===== config.mk =====
export PLATFORM = sky130hd
export DESIGN_NAME = bdpi_top
export DESIGN_NICKNAME = d
export VERILOG_FILES = /design/src/bdpi_pkg.sv /design/src/bdpi_sync.sv /design/src/bdpi_top.sv
export SDC_FILE = /design/constraint.sdc
export NUM_CORES = 1
export LEC_CHECK = 0
export ABC_AREA = 0
export BUFFER_PORTS_ARGS = -buffer_cell sky130_fd_sc_hd__clkbuf_2
export CAP_MARGIN = 20
export CORE_ASPECT_RATIO = 0.6
export CORE_MARGIN = 8
export CORE_UTILIZATION = 47
export DETAILED_ROUTE_END_ITERATION = 16
export PLACE_DENSITY_LB_ADDON = 0.08
export REMOVE_ABC_BUFFERS = 1
export SLEW_MARGIN = 20
export SYNTH_ARGS = -nofsm -noshare
export SYNTH_HDL_FRONTEND = slang
export SYNTH_HIERARCHICAL = 1
export SYNTH_SLANG_ARGS = --single-unit

===== constraint.sdc =====
create_clock -name clk_i -period 2.6 [get_ports clk_i]
set_clock_uncertainty 0.1 [all_clocks]
set_input_delay 0.39 -clock clk_i [delete_from_list [all_inputs] [get_ports clk_i]]
set_output_delay 0.39 -clock clk_i [all_outputs]
set_load 0.005 [all_outputs]

===== src/bdpi_pkg.sv =====
// Constants and types shared by the burst DRAM pin interface
// Function
// - Float low puts every pin high-impedance
// - Burst request on enabled eligible or DRAM burst
// - DRAM burst enable forces burst without acknowledge
// - Page compare under mask drives page-hit
// - No page-hit in first cycle after handover
// - 32-bit two-strobe: strobe per byte lane
// - 16-bit: strobe 2 even, 3 odd
// - Two-write-enable: all column strobes identical
// - Write enables per lane, or all identical
// - Provide DRAM output enable pin
// - Refresh timer counts down, pulses overflow low
// - Refresh timer runs on input clock
// - Preload bit 31 picks one or three clocks
// - Reset drives listed control pins high
// - Bus grant floats and holds listed pins
// - Grant drives captured address until ready
package bdpi_pkg;
  // ---------------------------------------------------------------
  // Field positions in the settings words
  // ---------------------------------------------------------------
  localparam int SYSTEM_SUPPORT_CONTROL_SETTINGS_PAGE_EN_BIT = 5;     // Page-hit detection enable
  localparam int SYSTEM_SUPPORT_CONTROL_SETTINGS_DRAM_BURST_BIT = 6;  // DRAM burst enable
  localparam int SYSTEM_SUPPORT_CONTROL_SETTINGS_REFRESH_EN_BIT = 7;  // Refresh timer enable
  localparam int PRELOAD_WIDTH_BIT = 31;   // Overflow pulse width select
  // ---------------------------------------------------------------
  // Widths and counts
  // ---------------------------------------------------------------
  localparam int ADDR_W = 26;              // Address pins 27:2
  localparam int CNT_W = 31;               // Refresh period field
  localparam logic [1:0] OVF_SHORT = 2'h1; // One-clock overflow pulse
  localparam logic [1:0] OVF_LONG = 2'h3;  // Three-clock overflow pulse
  localparam logic [1:0] WAKE_MIN_CYC = 2'h2; // Least wake pulse in clocks
  localparam logic [3:0] ALL_HIGH4 = 4'hf; // Idle strobe pattern
  localparam logic [5:0] ALL_HIGH6 = 6'h3f; // Idle chip selects
  // Power state of the core
  typedef enum logic {BDPI_AWAKE, BDPI_ASLEEP} bdpi_pwr_t;
endpackage


===== src/bdpi_sync.sv =====
// Two-flop synchroniser for asynchronous pin inputs
module bdpi_sync
  import bdpi_pkg::*;
#(
  parameter int W = 1
)
(
  input wire logic clk_i,
  input wire logic sys_rst_i,
  input wire logic [W-1:0] async_i,
  output logic [W-1:0] sync_o
);
  logic [W-1:0] meta_q; // First stage, read only by second
  logic [W-1:0] sync_q; // Second stage
  // ---------------------------------------------------------------
  // Register chain, idle level high after reset
  // ---------------------------------------------------------------
  always_ff @(posedge clk_i)
  begin
    if (sys_rst_i)
    begin
      meta_q <= '1;
      sync_q <= '1;
    end
    else
    begin
      meta_q <= async_i;
      sync_q <= meta_q;
    end
  end
  assign sync_o = sync_q;
endmodule


===== src/bdpi_top.sv =====
// Burst DRAM pin interface: sleep, float, burst, page-hit, strobes, timer
module bdpi_top
  import bdpi_pkg::*;
(
  input wire logic clk_i,                 // Input clock, bus rate
  input wire logic sys_rst_i,             // Synchronous reset
  input wire logic wake_n_i,              // Wake pin, async
  input wire logic float_n_i,             // Float pin, async
  input wire logic burst_ack_n_i,         // Burst acknowledge pin
  input wire logic ready_n_i,             // Ready pin
  input wire logic ext_as_n_i,            // Address strobe from other master
  input wire logic [ADDR_W-1:0] ext_addr_i, // Address from other master
  input wire logic sleep_req_i,           // Core enters sleep
  input wire logic grant_i,               // Bus handed to other master
  input wire logic [31:0] bus_ctrl_i,     // bus_control_settings burst bit
  input wire logic xact_burst_ok_i,       // Current transaction may burst
  input wire logic [31:0] system_support_control_settings_i,         // system_support_control_settings
  input wire logic [31:0] preload_i,      // Refresh preload setting
  input wire logic [ADDR_W-1:0] page_mask_i, // Page compare mask
  input wire logic cycle_start_i,         // Core starts bus cycle
  input wire logic [ADDR_W-1:0] core_addr_i, // Core address
  input wire logic [3:0] be_n_i,          // Core byte enables
  input wire logic as_n_i,                // Core address strobe
  input wire logic read_write_output_i,                // Core read/write
  input wire logic [3:0] asi_i,           // Core address space
  input wire logic lock_n_i,              // Core lock
  input wire logic error_n_i,             // Core error
  input wire logic [5:0] cs_n_i,          // Core chip selects
  input wire logic [31:0] data_i,         // Core write data
  input wire logic data_drive_i,          // Core drives data bus
  input wire logic dram_ctrl_en_i,        // DRAM controller enabled
  input wire logic dram_area_i,           // Captured address maps to DRAM
  input wire logic [ADDR_W-1:0] mux_addr_i, // Multiplexed DRAM address
  input wire logic [3:0] ras_n_i,         // Controller row strobes
  input wire logic cas_act_i,             // Controller column strobe timing
  input wire logic we_act_i,              // Controller write timing
  input wire logic oe_act_i,              // Controller output enable timing
  input wire logic [3:0] lane_i,          // Lane select, bit0 = b31-b24
  input wire logic bus16_i,               // 16-bit DRAM bus
  input wire logic two_we_i,              // Two-write-enable arrangement
  output logic burst_mode_o,              // Burst transfer taken
  output logic asleep_o,                  // Core held asleep
  output logic [ADDR_W-1:0] addr_o,
  output logic addr_oe_o,
  output logic [3:0] be_n_o,
  output logic be_oe_o,
  output logic as_n_o,
  output logic read_write_output_o,
  output logic [3:0] asi_o,
  output logic bus_oe_o,                  // Enables address strobe, read_write_output, asi
  output logic lock_n_o,
  output logic lock_oe_o,
  output logic [5:0] cs_n_o,
  output logic cs_oe_o,
  output logic [31:0] data_o,
  output logic data_oe_o,
  output logic error_n_o,
  output logic power_down_indication_n_o,                 // power_down_indication
  output logic bus_grant_output_n_o,                 // bus_grant_output
  output logic page_hit_n_o,              // page_hit_output
  output logic burst_req_n_o,             // burst_request
  output logic tovf_n_o,                  // refresh_timer_overflow
  output logic [3:0] ras_n_o,
  output logic [3:0] cas_n_o,
  output logic [3:0] dwe_n_o,             // dram_write_enables
  output logic doe_n_o,                   // dram_output_enable
  output logic ctl_oe_o                   // Enables the always-driven pins
);
  // ---------------------------------------------------------------
  // Pin synchronisers
  // ---------------------------------------------------------------
  logic wake_s, float_s, ack_s, ready_s, ext_as_s;
  logic [ADDR_W-1:0] ext_addr_s;
  bdpi_sync #(.W(5)) u_sync_ctl (
    .clk_i(clk_i),
    .sys_rst_i(sys_rst_i),
    .async_i({wake_n_i, float_n_i, burst_ack_n_i, ready_n_i, ext_as_n_i}),
    .sync_o({wake_s, float_s, ack_s, ready_s, ext_as_s})
  );
  bdpi_sync #(.W(ADDR_W)) u_sync_addr (
    .clk_i(clk_i),
    .sys_rst_i(sys_rst_i),
    .async_i(ext_addr_i),
    .sync_o(ext_addr_s)
  );
  // ---------------------------------------------------------------
  // Sleep and wake
  // ---------------------------------------------------------------
  bdpi_pwr_t pwr_q, pwr_d;
  logic [1:0] wake_cnt_q, wake_cnt_d; // Clocks of wake held low
  // Wake counts only while asleep; the far side keeps it high otherwise
  always_comb
  begin
    pwr_d = pwr_q;
    wake_cnt_d = 2'h0;
    unique case (pwr_q)
      BDPI_AWAKE:
      begin
        if (sleep_req_i)
          pwr_d = BDPI_ASLEEP;
      end
      BDPI_ASLEEP:
      begin
        if (!wake_s)
        begin
          if (wake_cnt_q == WAKE_MIN_CYC - 2'h1)
            pwr_d = BDPI_AWAKE;
          else
            wake_cnt_d = wake_cnt_q + 2'h1;
        end
      end
    endcase
  end
  always_ff @(posedge clk_i)
  begin
    if (sys_rst_i)
    begin
      pwr_q <= BDPI_AWAKE;
      wake_cnt_q <= 2'h0;
    end
    else
    begin
      pwr_q <= pwr_d;
      wake_cnt_q <= wake_cnt_d;
    end
  end
  assign asleep_o = (pwr_q == BDPI_ASLEEP);
  // ---------------------------------------------------------------
  // Page-hit tracking and captured address during grant
  // ---------------------------------------------------------------
  logic [ADDR_W-1:0] prev_addr_q, prev_addr_d; // Last accessed address
  logic first_q, first_d;       // First cycle after ownership change
  logic grant_q;                // Grant one clock ago
  logic hit_q, hit_d;           // Page-hit result
  logic as_prev_q;              // Other master strobe one clock ago
  logic hold_q, hold_d;         // Driving captured address
  logic [ADDR_W-1:0] cap_q, cap_d; // Captured address
  always_comb
  begin
    prev_addr_d = prev_addr_q;
    first_d = first_q;
    hit_d = hit_q;
    if (cycle_start_i)
    begin
      prev_addr_d = core_addr_i;
      first_d = 1'b0;
      hit_d = system_support_control_settings_i[SYSTEM_SUPPORT_CONTROL_SETTINGS_PAGE_EN_BIT] && !first_q
              && (((core_addr_i ^ prev_addr_q) & page_mask_i) == '0);
    end
    if (grant_i != grant_q)
    begin
      first_d = 1'b1;
      hit_d = 1'b0;
    end
    cap_d = cap_q;
    hold_d = hold_q;
    if (grant_i && dram_ctrl_en_i && as_prev_q && !ext_as_s)
    begin
      cap_d = ext_addr_s;
      hold_d = 1'b1;
    end
    else if (!ready_s || !grant_i)
      hold_d = 1'b0;
  end
  always_ff @(posedge clk_i)
  begin
    if (sys_rst_i)
    begin
      prev_addr_q <= '0;
      first_q <= 1'b1;
      grant_q <= 1'b0;
      hit_q <= 1'b0;
      as_prev_q <= 1'b1;
      hold_q <= 1'b0;
      cap_q <= '0;
    end
    else
    begin
      prev_addr_q <= prev_addr_d;
      first_q <= first_d;
      grant_q <= grant_i;
      hit_q <= hit_d;
      as_prev_q <= ext_as_s;
      hold_q <= hold_d;
      cap_q <= cap_d;
    end
  end
  // ---------------------------------------------------------------
  // Refresh timer on the input clock
  // ---------------------------------------------------------------
  logic [CNT_W-1:0] cnt_q, cnt_d; // Down counter
  logic [1:0] pulse_q, pulse_d;   // Overflow clocks left
  always_comb
  begin
    cnt_d = preload_i[CNT_W-1:0];
    pulse_d = (pulse_q != 2'h0) ? pulse_q - 2'h1 : 2'h0;
    if (system_support_control_settings_i[SYSTEM_SUPPORT_CONTROL_SETTINGS_REFRESH_EN_BIT])
    begin
      if (cnt_q == '0)
        pulse_d = preload_i[PRELOAD_WIDTH_BIT] ? OVF_LONG : OVF_SHORT;
      else
        cnt_d = cnt_q - 31'h1;
    end
  end
  always_ff @(posedge clk_i)
  begin
    if (sys_rst_i)
    begin
      cnt_q <= '1;
      pulse_q <= 2'h0;
    end
    else
    begin
      cnt_q <= cnt_d;
      pulse_q <= pulse_d;
    end
  end
  // ---------------------------------------------------------------
  // Pin values and enables, registered each clock
  // ---------------------------------------------------------------
  logic dram_burst, breq;
  assign dram_burst = system_support_control_settings_i[SYSTEM_SUPPORT_CONTROL_SETTINGS_DRAM_BURST_BIT];
  assign breq = (bus_ctrl_i[0] && xact_burst_ok_i) || dram_burst;
  assign burst_mode_o = !ready_s && (!ack_s || dram_burst);
  always_ff @(posedge clk_i)
  begin
    // Values first; reset overrides below
    addr_o <= (grant_i && dram_area_i) ? mux_addr_i : (grant_i ? cap_q : core_addr_i);
    be_n_o <= be_n_i;
    as_n_o <= as_n_i;
    read_write_output_o <= read_write_output_i;
    asi_o <= asi_i;
    lock_n_o <= lock_n_i;
    cs_n_o <= cs_n_i;
    data_o <= data_i;
    error_n_o <= error_n_i;
    power_down_indication_n_o <= grant_i || !asleep_o;
    bus_grant_output_n_o <= !grant_i;
    page_hit_n_o <= !hit_d;
    burst_req_n_o <= grant_i || !breq;
    tovf_n_o <= (pulse_d == 2'h0);
    ras_n_o <= ras_n_i;
    // Column strobes: shared in two-write-enable, per lane otherwise
    if (two_we_i)
      cas_n_o <= {4{!cas_act_i}};
    else if (bus16_i)
      cas_n_o <= {!(cas_act_i && lane_i[1]), !(cas_act_i && lane_i[0]), 2'h3};
    else
      cas_n_o <= ~({lane_i[3], lane_i[2], lane_i[1], lane_i[0]} & {4{cas_act_i}});
    // Write enables: per lane in two-write-enable, shared otherwise
    dwe_n_o <= two_we_i ? ~(lane_i & {4{we_act_i}}) : {4{!we_act_i}};
    doe_n_o <= !oe_act_i;
    ctl_oe_o <= float_s;
    addr_oe_o <= float_s && (!grant_i || hold_d);
    be_oe_o <= float_s && !grant_i;
    bus_oe_o <= float_s && !grant_i;
    lock_oe_o <= float_s && !grant_i;
    cs_oe_o <= float_s && !grant_i;
    data_oe_o <= float_s && !grant_i && data_drive_i;
    if (sys_rst_i)
    begin
      as_n_o <= 1'b1;
      cs_n_o <= ALL_HIGH6;
      error_n_o <= 1'b1;
      lock_n_o <= 1'b1;
      power_down_indication_n_o <= 1'b1;
      bus_grant_output_n_o <= 1'b1;
      page_hit_n_o <= 1'b1;
      burst_req_n_o <= 1'b1;
      tovf_n_o <= 1'b1;
      read_write_output_o <= 1'b1;
      ras_n_o <= ALL_HIGH4;
      cas_n_o <= ALL_HIGH4;
      dwe_n_o <= ALL_HIGH4;
      doe_n_o <= 1'b1;
      addr_oe_o <= float_s;
      be_oe_o <= float_s;
      bus_oe_o <= float_s;
      lock_oe_o <= float_s;
      cs_oe_o <= float_s;
      data_oe_o <= 1'b0;
    end
  end
endmodule


After elaboration in Yosys (flattened, before gate mapping)
Cells that the tools add are included.
Storage, ports and cells
  flip-flop bits (word level): 253
  bits of input ports: 277
  output and inout bits: 103
  word-level logic and storage cells: 108
Cells by class
  add/sub/neg operators: 3
  equal/unequal tests: 2
  muxes and demuxes: 21
  bitwise operators: 7
  reductions and logical operators: 38
Operators with widths (count)
  31-bit 2-to-1 mux: 2
  26-bit 2-to-1 mux: 2
  31-bit zero test: 1
  31-bit by 1-bit subtractor with 31-bit output, second input constant: 1
  26-bit AND: 1
  26-bit zero test: 1
  26-bit XOR: 1
  1-bit logical AND: 13
  1-bit zero test: 13
  4-bit 2-to-1 mux: 3
  1-bit 2-to-1 mux: 9
  4-bit AND: 2
  2-bit 2-to-1 mux: 4
  4-bit inverter: 2
  1-bit logical OR: 6
  4-bit OR reduction: 1
  2-bit by 1-bit adder with 2-bit output, second input constant: 1
  2-bit by 1-bit == test with 1-bit output, second input constant: 1
  2-bit zero test: 1
  1-bit case mux with 2 select lines: 1
  2-bit nonzero test: 1
  2-bit OR reduction: 1
  2-bit by 1-bit subtractor with 2-bit output, second input constant: 1
  1-bit != test: 1
  1-bit inverter: 1

Depth between registers and ports, before layout
Gate-level depths: netlist of the first run.
  word-level depth: 7
  gate-level depth with buffers: 7

Hierarchy
The synthesis of the first run kept the hierarchy.
Modules (own cells, without submodules)
  bdpi_top: instances 1, cells each 709, area each 7078.0 um^2, seq. area each 3823.7 um^2
  bdpi_sync at u_sync_addr: instances 1, cells each 109, area each 1422.6 um^2, seq. area each 1041.0 um^2
  bdpi_sync at u_sync_ctl: instances 1, cells each 20, area each 262.8 um^2, seq. area each 200.2 um^2

Worst setup path before layout of the first run
No wires, ideal clock.
  kind: flip-flop to flip-flop
  from: reg cnt_q[0]
  to: reg cnt_q[10]
  setup time: 0.141 ns
  data arrival time: 1.720 ns
  data required time: 2.359 ns
  path slack: 0.638 ns
  stages on the path, launching flop included: 7
  cell sequence: dfxtp_1 > inv_1 > ha_1 > or4b_1 > o31ai_4 > buf_2 > o211ai_1
Between the ends
  longest elaborated chain between the ends: 3
  elaborated cells on any way between the ends: 4
  classes of those cells: add/sub (1); mux (2); reduce/logical (1)
RTL lines
  from (decl): RTL line bdpi_top.sv:191  | logic [CNT_W-1:0] cnt_q, cnt_d;
  from (signal assigned): RTL line bdpi_top.sv:214  | cnt_q <= cnt_d;
  31-bit by 1-bit subtractor with 31-bit output / 31-bit zero test (equally long branches): RTL line bdpi_top.sv:202, bdpi_top.sv:199
  31-bit 2-to-1 mux *: RTL line bdpi_top.sv:199  | if (cnt_q == '0)
  31-bit 2-to-1 mux *: RTL line bdpi_top.sv:197  | if (system_support_control_settings_i[SYSTEM_SUPPORT_CONTROL_SETTINGS_REFRESH_EN_BIT])
Mark *: on every way between the ends. The rest lies on a longest branch, timed or not.
A chain may end at the register's enable or synchronous reset.

Worst setup path in the final report of the first run
  from: reg cnt_q[0]
  to: reg cnt_q[6]
Same word-level chain as after synthesis.

==> results of run 1 <==
-- cell type report --
type | count | area share
antenna | 1 | 0.0002022
clock buffer | 29 | 0.04995
clock inverter | 13 | 0.01436
inverter | 12 | 0.003640
multi-input combinational | 530 | 0.2764
sequential | 253 | 0.4093
tap | 240 | 0.02427
timing repair buffer | 433 | 0.2218
-- critical path, delay by kind of cell (launching register included) --
kind | cells | cell delay (ns)
fa+ha+maj | 1 | 0.15
compound gates | 2 | 0.51
simple gates | 2 | 0.64
flops | 1 | 0.35
buf+inv | 2 | 0.42
-- flip-flops by register name, indices dropped and copies added, names as in the netlist, 2 cells and up --
signal,count
data_o,32
cnt_q,31
addr_o,26
cap_q,26
prev_addr_q,26
u_sync_addr/meta_q,26
u_sync_addr/sync_o,26
cs_n_o,6
u_sync_ctl/meta_q,5
u_sync_ctl/sync_o,5
asi_o,4
be_n_o,4
cas_n_o,4
dwe_n_o,4
ras_n_o,4
pulse_q,2
wake_cnt_q,2
-- per-layer routing --
metal | vias to the layer above | GRT usage | part of all wire
met5 | - | 0 | 0.00051
met4 | 2 | 0.04278 | 0.016
met3 | 29 | 0.06336 | 0.096
met2 | 245 | 0.3355 | 0.45
met1 | 3264 | 0.2676 | 0.44
li1 | 3643 | - | -
-- logic make-up (layout without fill, tap and decap cells) --
kind of cell,Yosys count,after routing
AO/OA/AOI/OAI,120,120
XOR/XNOR,53,53
adder cells (fa/ha/maj),3,3
buffers and inverters,55,487
flip-flops,253,253
multiplexers,54,54
other,0,1
AND/OR/NAND/NOR,300,300
-- report_power, final --
| group | switching, W | total [W] | internal (W) |
|---|---|---|---|
| registers | 0.0000999 | 0.00418 | 0.00408 |
| logic | 0.000375 | 0.000831 | 0.000456 |
| clock network | 0.00144 | 0.00354 | 0.00210 |
| total | 0.00192 | 0.00855 | 0.00664 |
-- per-stage QoR --
| stage | std cells | utilization | power [W] | hold slack [ns] |
|---|---|---|---|---|
| CTS | 1510 | 0.6812 | 0.008636 | 0.0003677 |
| global placement | 1372 | 0.5845 | 0.004962 | 0.2712 |
| floorplan | 795 | - | 0.004523 | 0.2434 |
| global route | 1510 | 0.6812 | 0.008918 | 0.01341 |
| finish | 1511 | 0.6813 | 0.008552 | 0.01443 |
| detailed placement | 1372 | 0.5845 | 0.004978 | 0.2696 |
-- worst paths after layout --
kind / startpoint / end / slack (ns) / depth (start not counted)
min: preload_i[5] / cnt_q[5] / 0.01 / 3
min reg2reg: u_sync_ctl/sync_o[3] / ctl_oe_o / 0.28 / 0
max: cnt_q[0] / cnt_q[6] / 0.36 / 7
max reg2reg: cnt_q[0] / cnt_q[6] / 0.36 / 7
-- placed cells by master, fill, tap and decap left out, types with 3 or more instances in the layout --
master         netlist  layout
or2_1               62      62
o21ai_0             12      12
clkbuf_1            20       4
clkinv_2             0       6
inv_1               11      11
a31oi_1              3       3
nor3_1              16      16
bufinv_16            0       4
a221oi_1             3       3
buf_12               0       4
clkbuf_16            0      23
nand2_1             84      84
nor2b_1              4       4
or2_2               16      16
clkbuf_2             0     318
xnor2_1             19      19
dfxtp_1            253     253
mux2i_1             52      52
a22oi_1              6       6
nor4_1               3       3
nor3_2              11      11
a21oi_1             70      70
nor2_1              69      69
nand4_1              4       4
dlygate4sd3_1        0      96
a22o_1               3       3
o211ai_1            15      15
nand3_1              4       4
nor4_2               7       7
buf_4                3      15
ha_1                 3       3
xor2_1              34      34
==> results.json, run 1 <==
{
  "synthXorXnorAreaFrac": 0.05297,
  "synthMuxAreaShare": 0.06196,
  "status": "completed",
  "ys_seq_elements": 253,
  "max_stage_delay_ns": 0.55,
  "setup_viol": 0,
  "vdd_drop_max_v": 0.0004983,
  "rsz0062_at_grt": "false",
  "synth_compound_area_frac": 0.08295,
  "dp_hpwl_mm": 18.16,
  "ys_types": 53,
  "fmax_ghz": 0.4464,
  "dp_slack_ns": 0.3931,
  "dieArea_mm2": 0.02341,
  "ant_nets": 0,
  "dr.first_iter.drc_count": 302,
  "viasPerCell": 4.754,
  "yosysTopAreaCell": "dfxtp_1",
  "cts_resized": 0,
  "cp_data_arrival_time_ns": 2.56,
  "first_pass_iters": 4,
  "grt_max_degree": 43,
  "avgRoutedWirePerCell_um": 16.76,
  "vias": 7183,
  "cts.clk_slew.worst_paths_ns": 0.06,
  "yosysWarningCount": 6,
  "avgSynthCellArea_um2": 10.46,
  "port_buffers": 319,
  "cp-start-kind": "flop",
  "synth_seq_area_share": 0.5780,
  "grt_pass1_vias": 7347,
  "clk_path_buf_depth": 3,
  "worst_pin_slew_ns": 0.6472,
  "synth_commonest_cells": "253 x dfxtp_1, 84 x nand2_1, 70 x a21oi_1",
  "cpMaxStageDelayCell": "or4b_1",
  "fin_ws_ns": 0.3600,
  "ios": 380,
  "multi_input_area_mm2": 0.003421,
  "syn_area_mm2": 0.008763,
  "drc": 0,
  "hold_buffers": 96,
  "synthCells": 838,
  "hold_violations": 0,
  "period_share": 0.8615,
  "drive_above_1_share": 0.3315,
  "period_minus_slack_ns": 2.240,
  "place_area_mm2": 0.01062,
  "critPathMaxFanout": 22,
  "die_w_um": 192.3,
  "overflow": 0,
  "p_leak_nw": 5.559,
  "crit_chain": "inv_1 > ha_1 > or4b_1 > o31ai_4 > buf_4 > nand2_1 > o211ai_1",
  "rows": 38,
  "yosys.cell_count.top_type": "dfxtp_1",
  "synth_top_area_frac": 0.5780,
  "power_density_mw_per_mm2": 691.1,
  "numCtsBuffers": 23,
  "dieHeight_um": 121.8,
  "synth_edf_count": 0,
  "synthSimpleGateAreaFrac": 0.1882,
  "fillers": 1447,
  "synth_ff_type": "dfxtp_1",
  "coreArea_mm2": 0.01816,
  "synthToLayoutAreaGrowth_pct": 41.21,
  "ys_top_cells_by_area": "dfxtp_1 58%, mux2i_1 5.9%, or2_1 4.4%",
  "max_cap_viol_count": 0,
  "nets": 1533,
  "required_ns": 2.92,
  "postCtsSetupBuffers": 0,
  "track_usage": 0.2058,
  "wl_mm": 25.32,
  "path_class": "reg2reg",
  "initial_core_util": 0.4825,
  "hp-class": "in2reg",
  "postSynth.asyncResetShare": 0,
  "maxSlewHeadroom": 0.5681,
  "grt_pass1_wl_mm": 39.06,
  "slew_violations": 0,
  "antenna_found_initial": 2,
  "cts_tree": "yes",
  "clock_latency_ns": 0.51,
  "seqCellArea_mm2": 0.005065,
  "synth_top_family_by_area": "simple AND/OR/NAND/NOR gates",
  "fin_tns_setup_ns": 0,
  "critPathCaptureType": "flop",
  "synth_fa_ha_area_frac": 0.004283,
  "cts_root_buf": "clkbuf_16",
  "finalInstanceArea_mm2": 0.01237,
  "gp_congestion": 0.8143,
  "cts-htree-levels": 1,
  "cts.sinks": 253
}
Power figures use the tool's default switching activity.
==> inputs of run 2 (changes only) <==
ABC_AREA = unset   (was 0)
CTS_BUF_LIST = sky130_fd_sc_hd__clkbuf_16   (was unset)
PLACE_DENSITY = 0.87   (was unset)
PLACE_DENSITY_LB_ADDON = unset   (was 0.08)
==> results.json, run 2 (synthesis results as in run 1) <==
{
  "r2r_cells": 7,
  "seqCellArea_mm2": 0.005065,
  "cts-htree-levels": 1,
  "total_power_w": 0.008295,
  "coreArea_mm2": 0.01816,
  "vias": 7601,
  "max_cap_viol_count": 0,
  "hold_violations": 0,
  "final_common_cell": "clkbuf_2",
  "rsz0062_at_grt": "false",
  "cp-start-kind": "flop",
  "critPathMaxFanout": 9,
  "worst_pin_slew_ns": 0.8312,
  "top_register": "data_o",
  "drc": 0,
  "vdd_drop_max_v": 0.0004433,
  "grt_max_degree": 90,
  "clock_latency_ns": 0.50,
  "top_regs": "data_o (32), cnt_q (31)",
  "dieHeight_um": 121.8,
  "initial_core_util": 0.4825,
  "cts_resized": 0,
  "drive_above_1_share": 0.3307,
  "avgRoutedWirePerCell_um": 18.89,
  "first_pass_iters": 5,
  "largest_register_ffs": 32,
  "ant_nets": 0,
  "grt_pass1_wl_mm": 42.77,
  "fillers": 1288,
  "cp_data_arrival_time_ns": 2.59,
  "die_w_um": 192.3,
  "period_share": 0.8749,
  "grt_pass1_vias": 7882,
  "numCtsBuffers": 23,
  "hp-class": "in2reg",
  "maxSlewHeadroom": 0.4459,
  "power_density_mw_per_mm2": 682.2,
  "multi_input_area_mm2": 0.003421,
  "fin_tns_setup_ns": 0,
  "setup_viol": 0,
  "rows": 38,
  "overflow": 0,
  "cts.clk_slew.worst_paths_ns": 0.07,
  "antenna_found_initial": 2,
  "dieArea_mm2": 0.02341,
  "whs_path_depth": 3,
  "layout_common_cells": "318 x clkbuf_2, 253 x dfxtp_1, 88 x dlygate4sd3_1",
  "period_minus_slack_ns": 2.275,
  "required_ns": 2.91,
  "path_class": "reg2reg",
  "cts_root_buf": "clkbuf_16",
  "track_usage": 0.2275,
  "nets": 1524,
  "rrSetupSlack_ns": 0.33,
  "critPathCaptureType": "flop",
  "port_buffers": 319,
  "fmax_ghz": 0.4396,
  "dr.first_iter.drc_count": 468,
  "ios": 380,
  "gp_congestion": 0.8105,
  "cts.sinks": 253,
  "synthToLayoutAreaGrowth_pct": 38.73,
  "p_leak_nw": 5.471,
  "viasPerCell": 5.071,
  "wl_mm": 28.32,
  "dp_hpwl_mm": 18.31,
  "slew_violations": 0,
  "clk_path_buf_depth": 3,
  "cts_tree": "yes",
  "status": "completed"
}
==> run 2: changes by cell type in the layout (fill, tap and decap cells not counted), sizes merged <==
| cell | previous run | this run |
|---|---|---|
| buf | 19 | 18 |
| clkinvlp | 1 | 2 |
| clkbuf | 347 | 341 |
| bufinv | 4 | 2 |
| clkinv | 7 | 11 |
| dlygate4sd3 | 96 | 88 |
==> run 2: per-layer routing <==
| layer | routed length (um) | track usage | vias up |
|---|---|---|---|
| li1 | - | - | 3624 |
| met3 | 2801 | 0.06678 | 53 |
| met4 | 660 | 0.06226 | 2 |
| met5 | 13 | 0 | - |
| met1 | 11230 | 0.2726 | 3594 |
| met2 | 13610 | 0.3953 | 328 |
==> run 2: power breakdown <==
part	switching (W)	total, W	leakage, nW	internal, W
Combinational	0.000405	0.000848	3.01	0.000443
Clock	0.00145	0.00326	0.355	0.00181
Sequential	0.000107	0.00419	2.10	0.00408
==> run 2: path summary, 6_finish.rpt <==
kind / start / to
worst max-delay path: cnt_q[0] / cnt_q[22]
worst min-delay path: preload_i[1] / cnt_q[1]
worst max register to register: cnt_q[0] / cnt_q[22]
worst min register to register: u_sync_ctl/sync_o[3] / ctl_oe_o
==> run 2: repair_timing <==
action                    in CTS  in global routing
hold endpoints to repair      88                  0
hold buffers                  88                  0
buffers inserted               0                  0
==> run 2: metrics by stage <==
| step | util | worst slack, ns | area (um^2) | instances | hold WS [ns] |
|---|---|---|---|---|---|
| after CTS | 0.6693 | 0.2907 | 12160 | 1498 | 0.0001197 |
| after global placement | 0.5820 | 0.4380 | 10570 | 1371 | 0.2586 |
| after global routing | 0.6694 | 0.1597 | 12160 | 1499 | 0.01492 |
| after detailed placement | 0.5820 | 0.3077 | 10570 | 1371 | 0.2574 |
| final | 0.6694 | 0.3251 | 12160 | 1499 | 0.01784 |
| after floorplan | - | 0.1397 | 8531 | 795 | 0.2434 |
==> run 2: layout make-up <==
class                           instances  share of cell area
Tap cell                              240             0.02470
Timing Repair Buffer                  424              0.2155
Clock inverter                         16             0.01060
Antenna cell                            1           0.0002058
Multi-Input combinational cell        530              0.2814
Sequential cell                       253              0.4166
Inverter                               12            0.003705
Clock buffer                           23             0.04734
==> run 2: critical path, cell delays in order, from the launching register on <==
cell     delay (ns)
dfxtp_1        0.35
inv_1          0.09
ha_1           0.15
or4b_1         0.55
o31ai_4        0.48
buf_4          0.24
nor2_1         0.05
a31oi_1        0.18
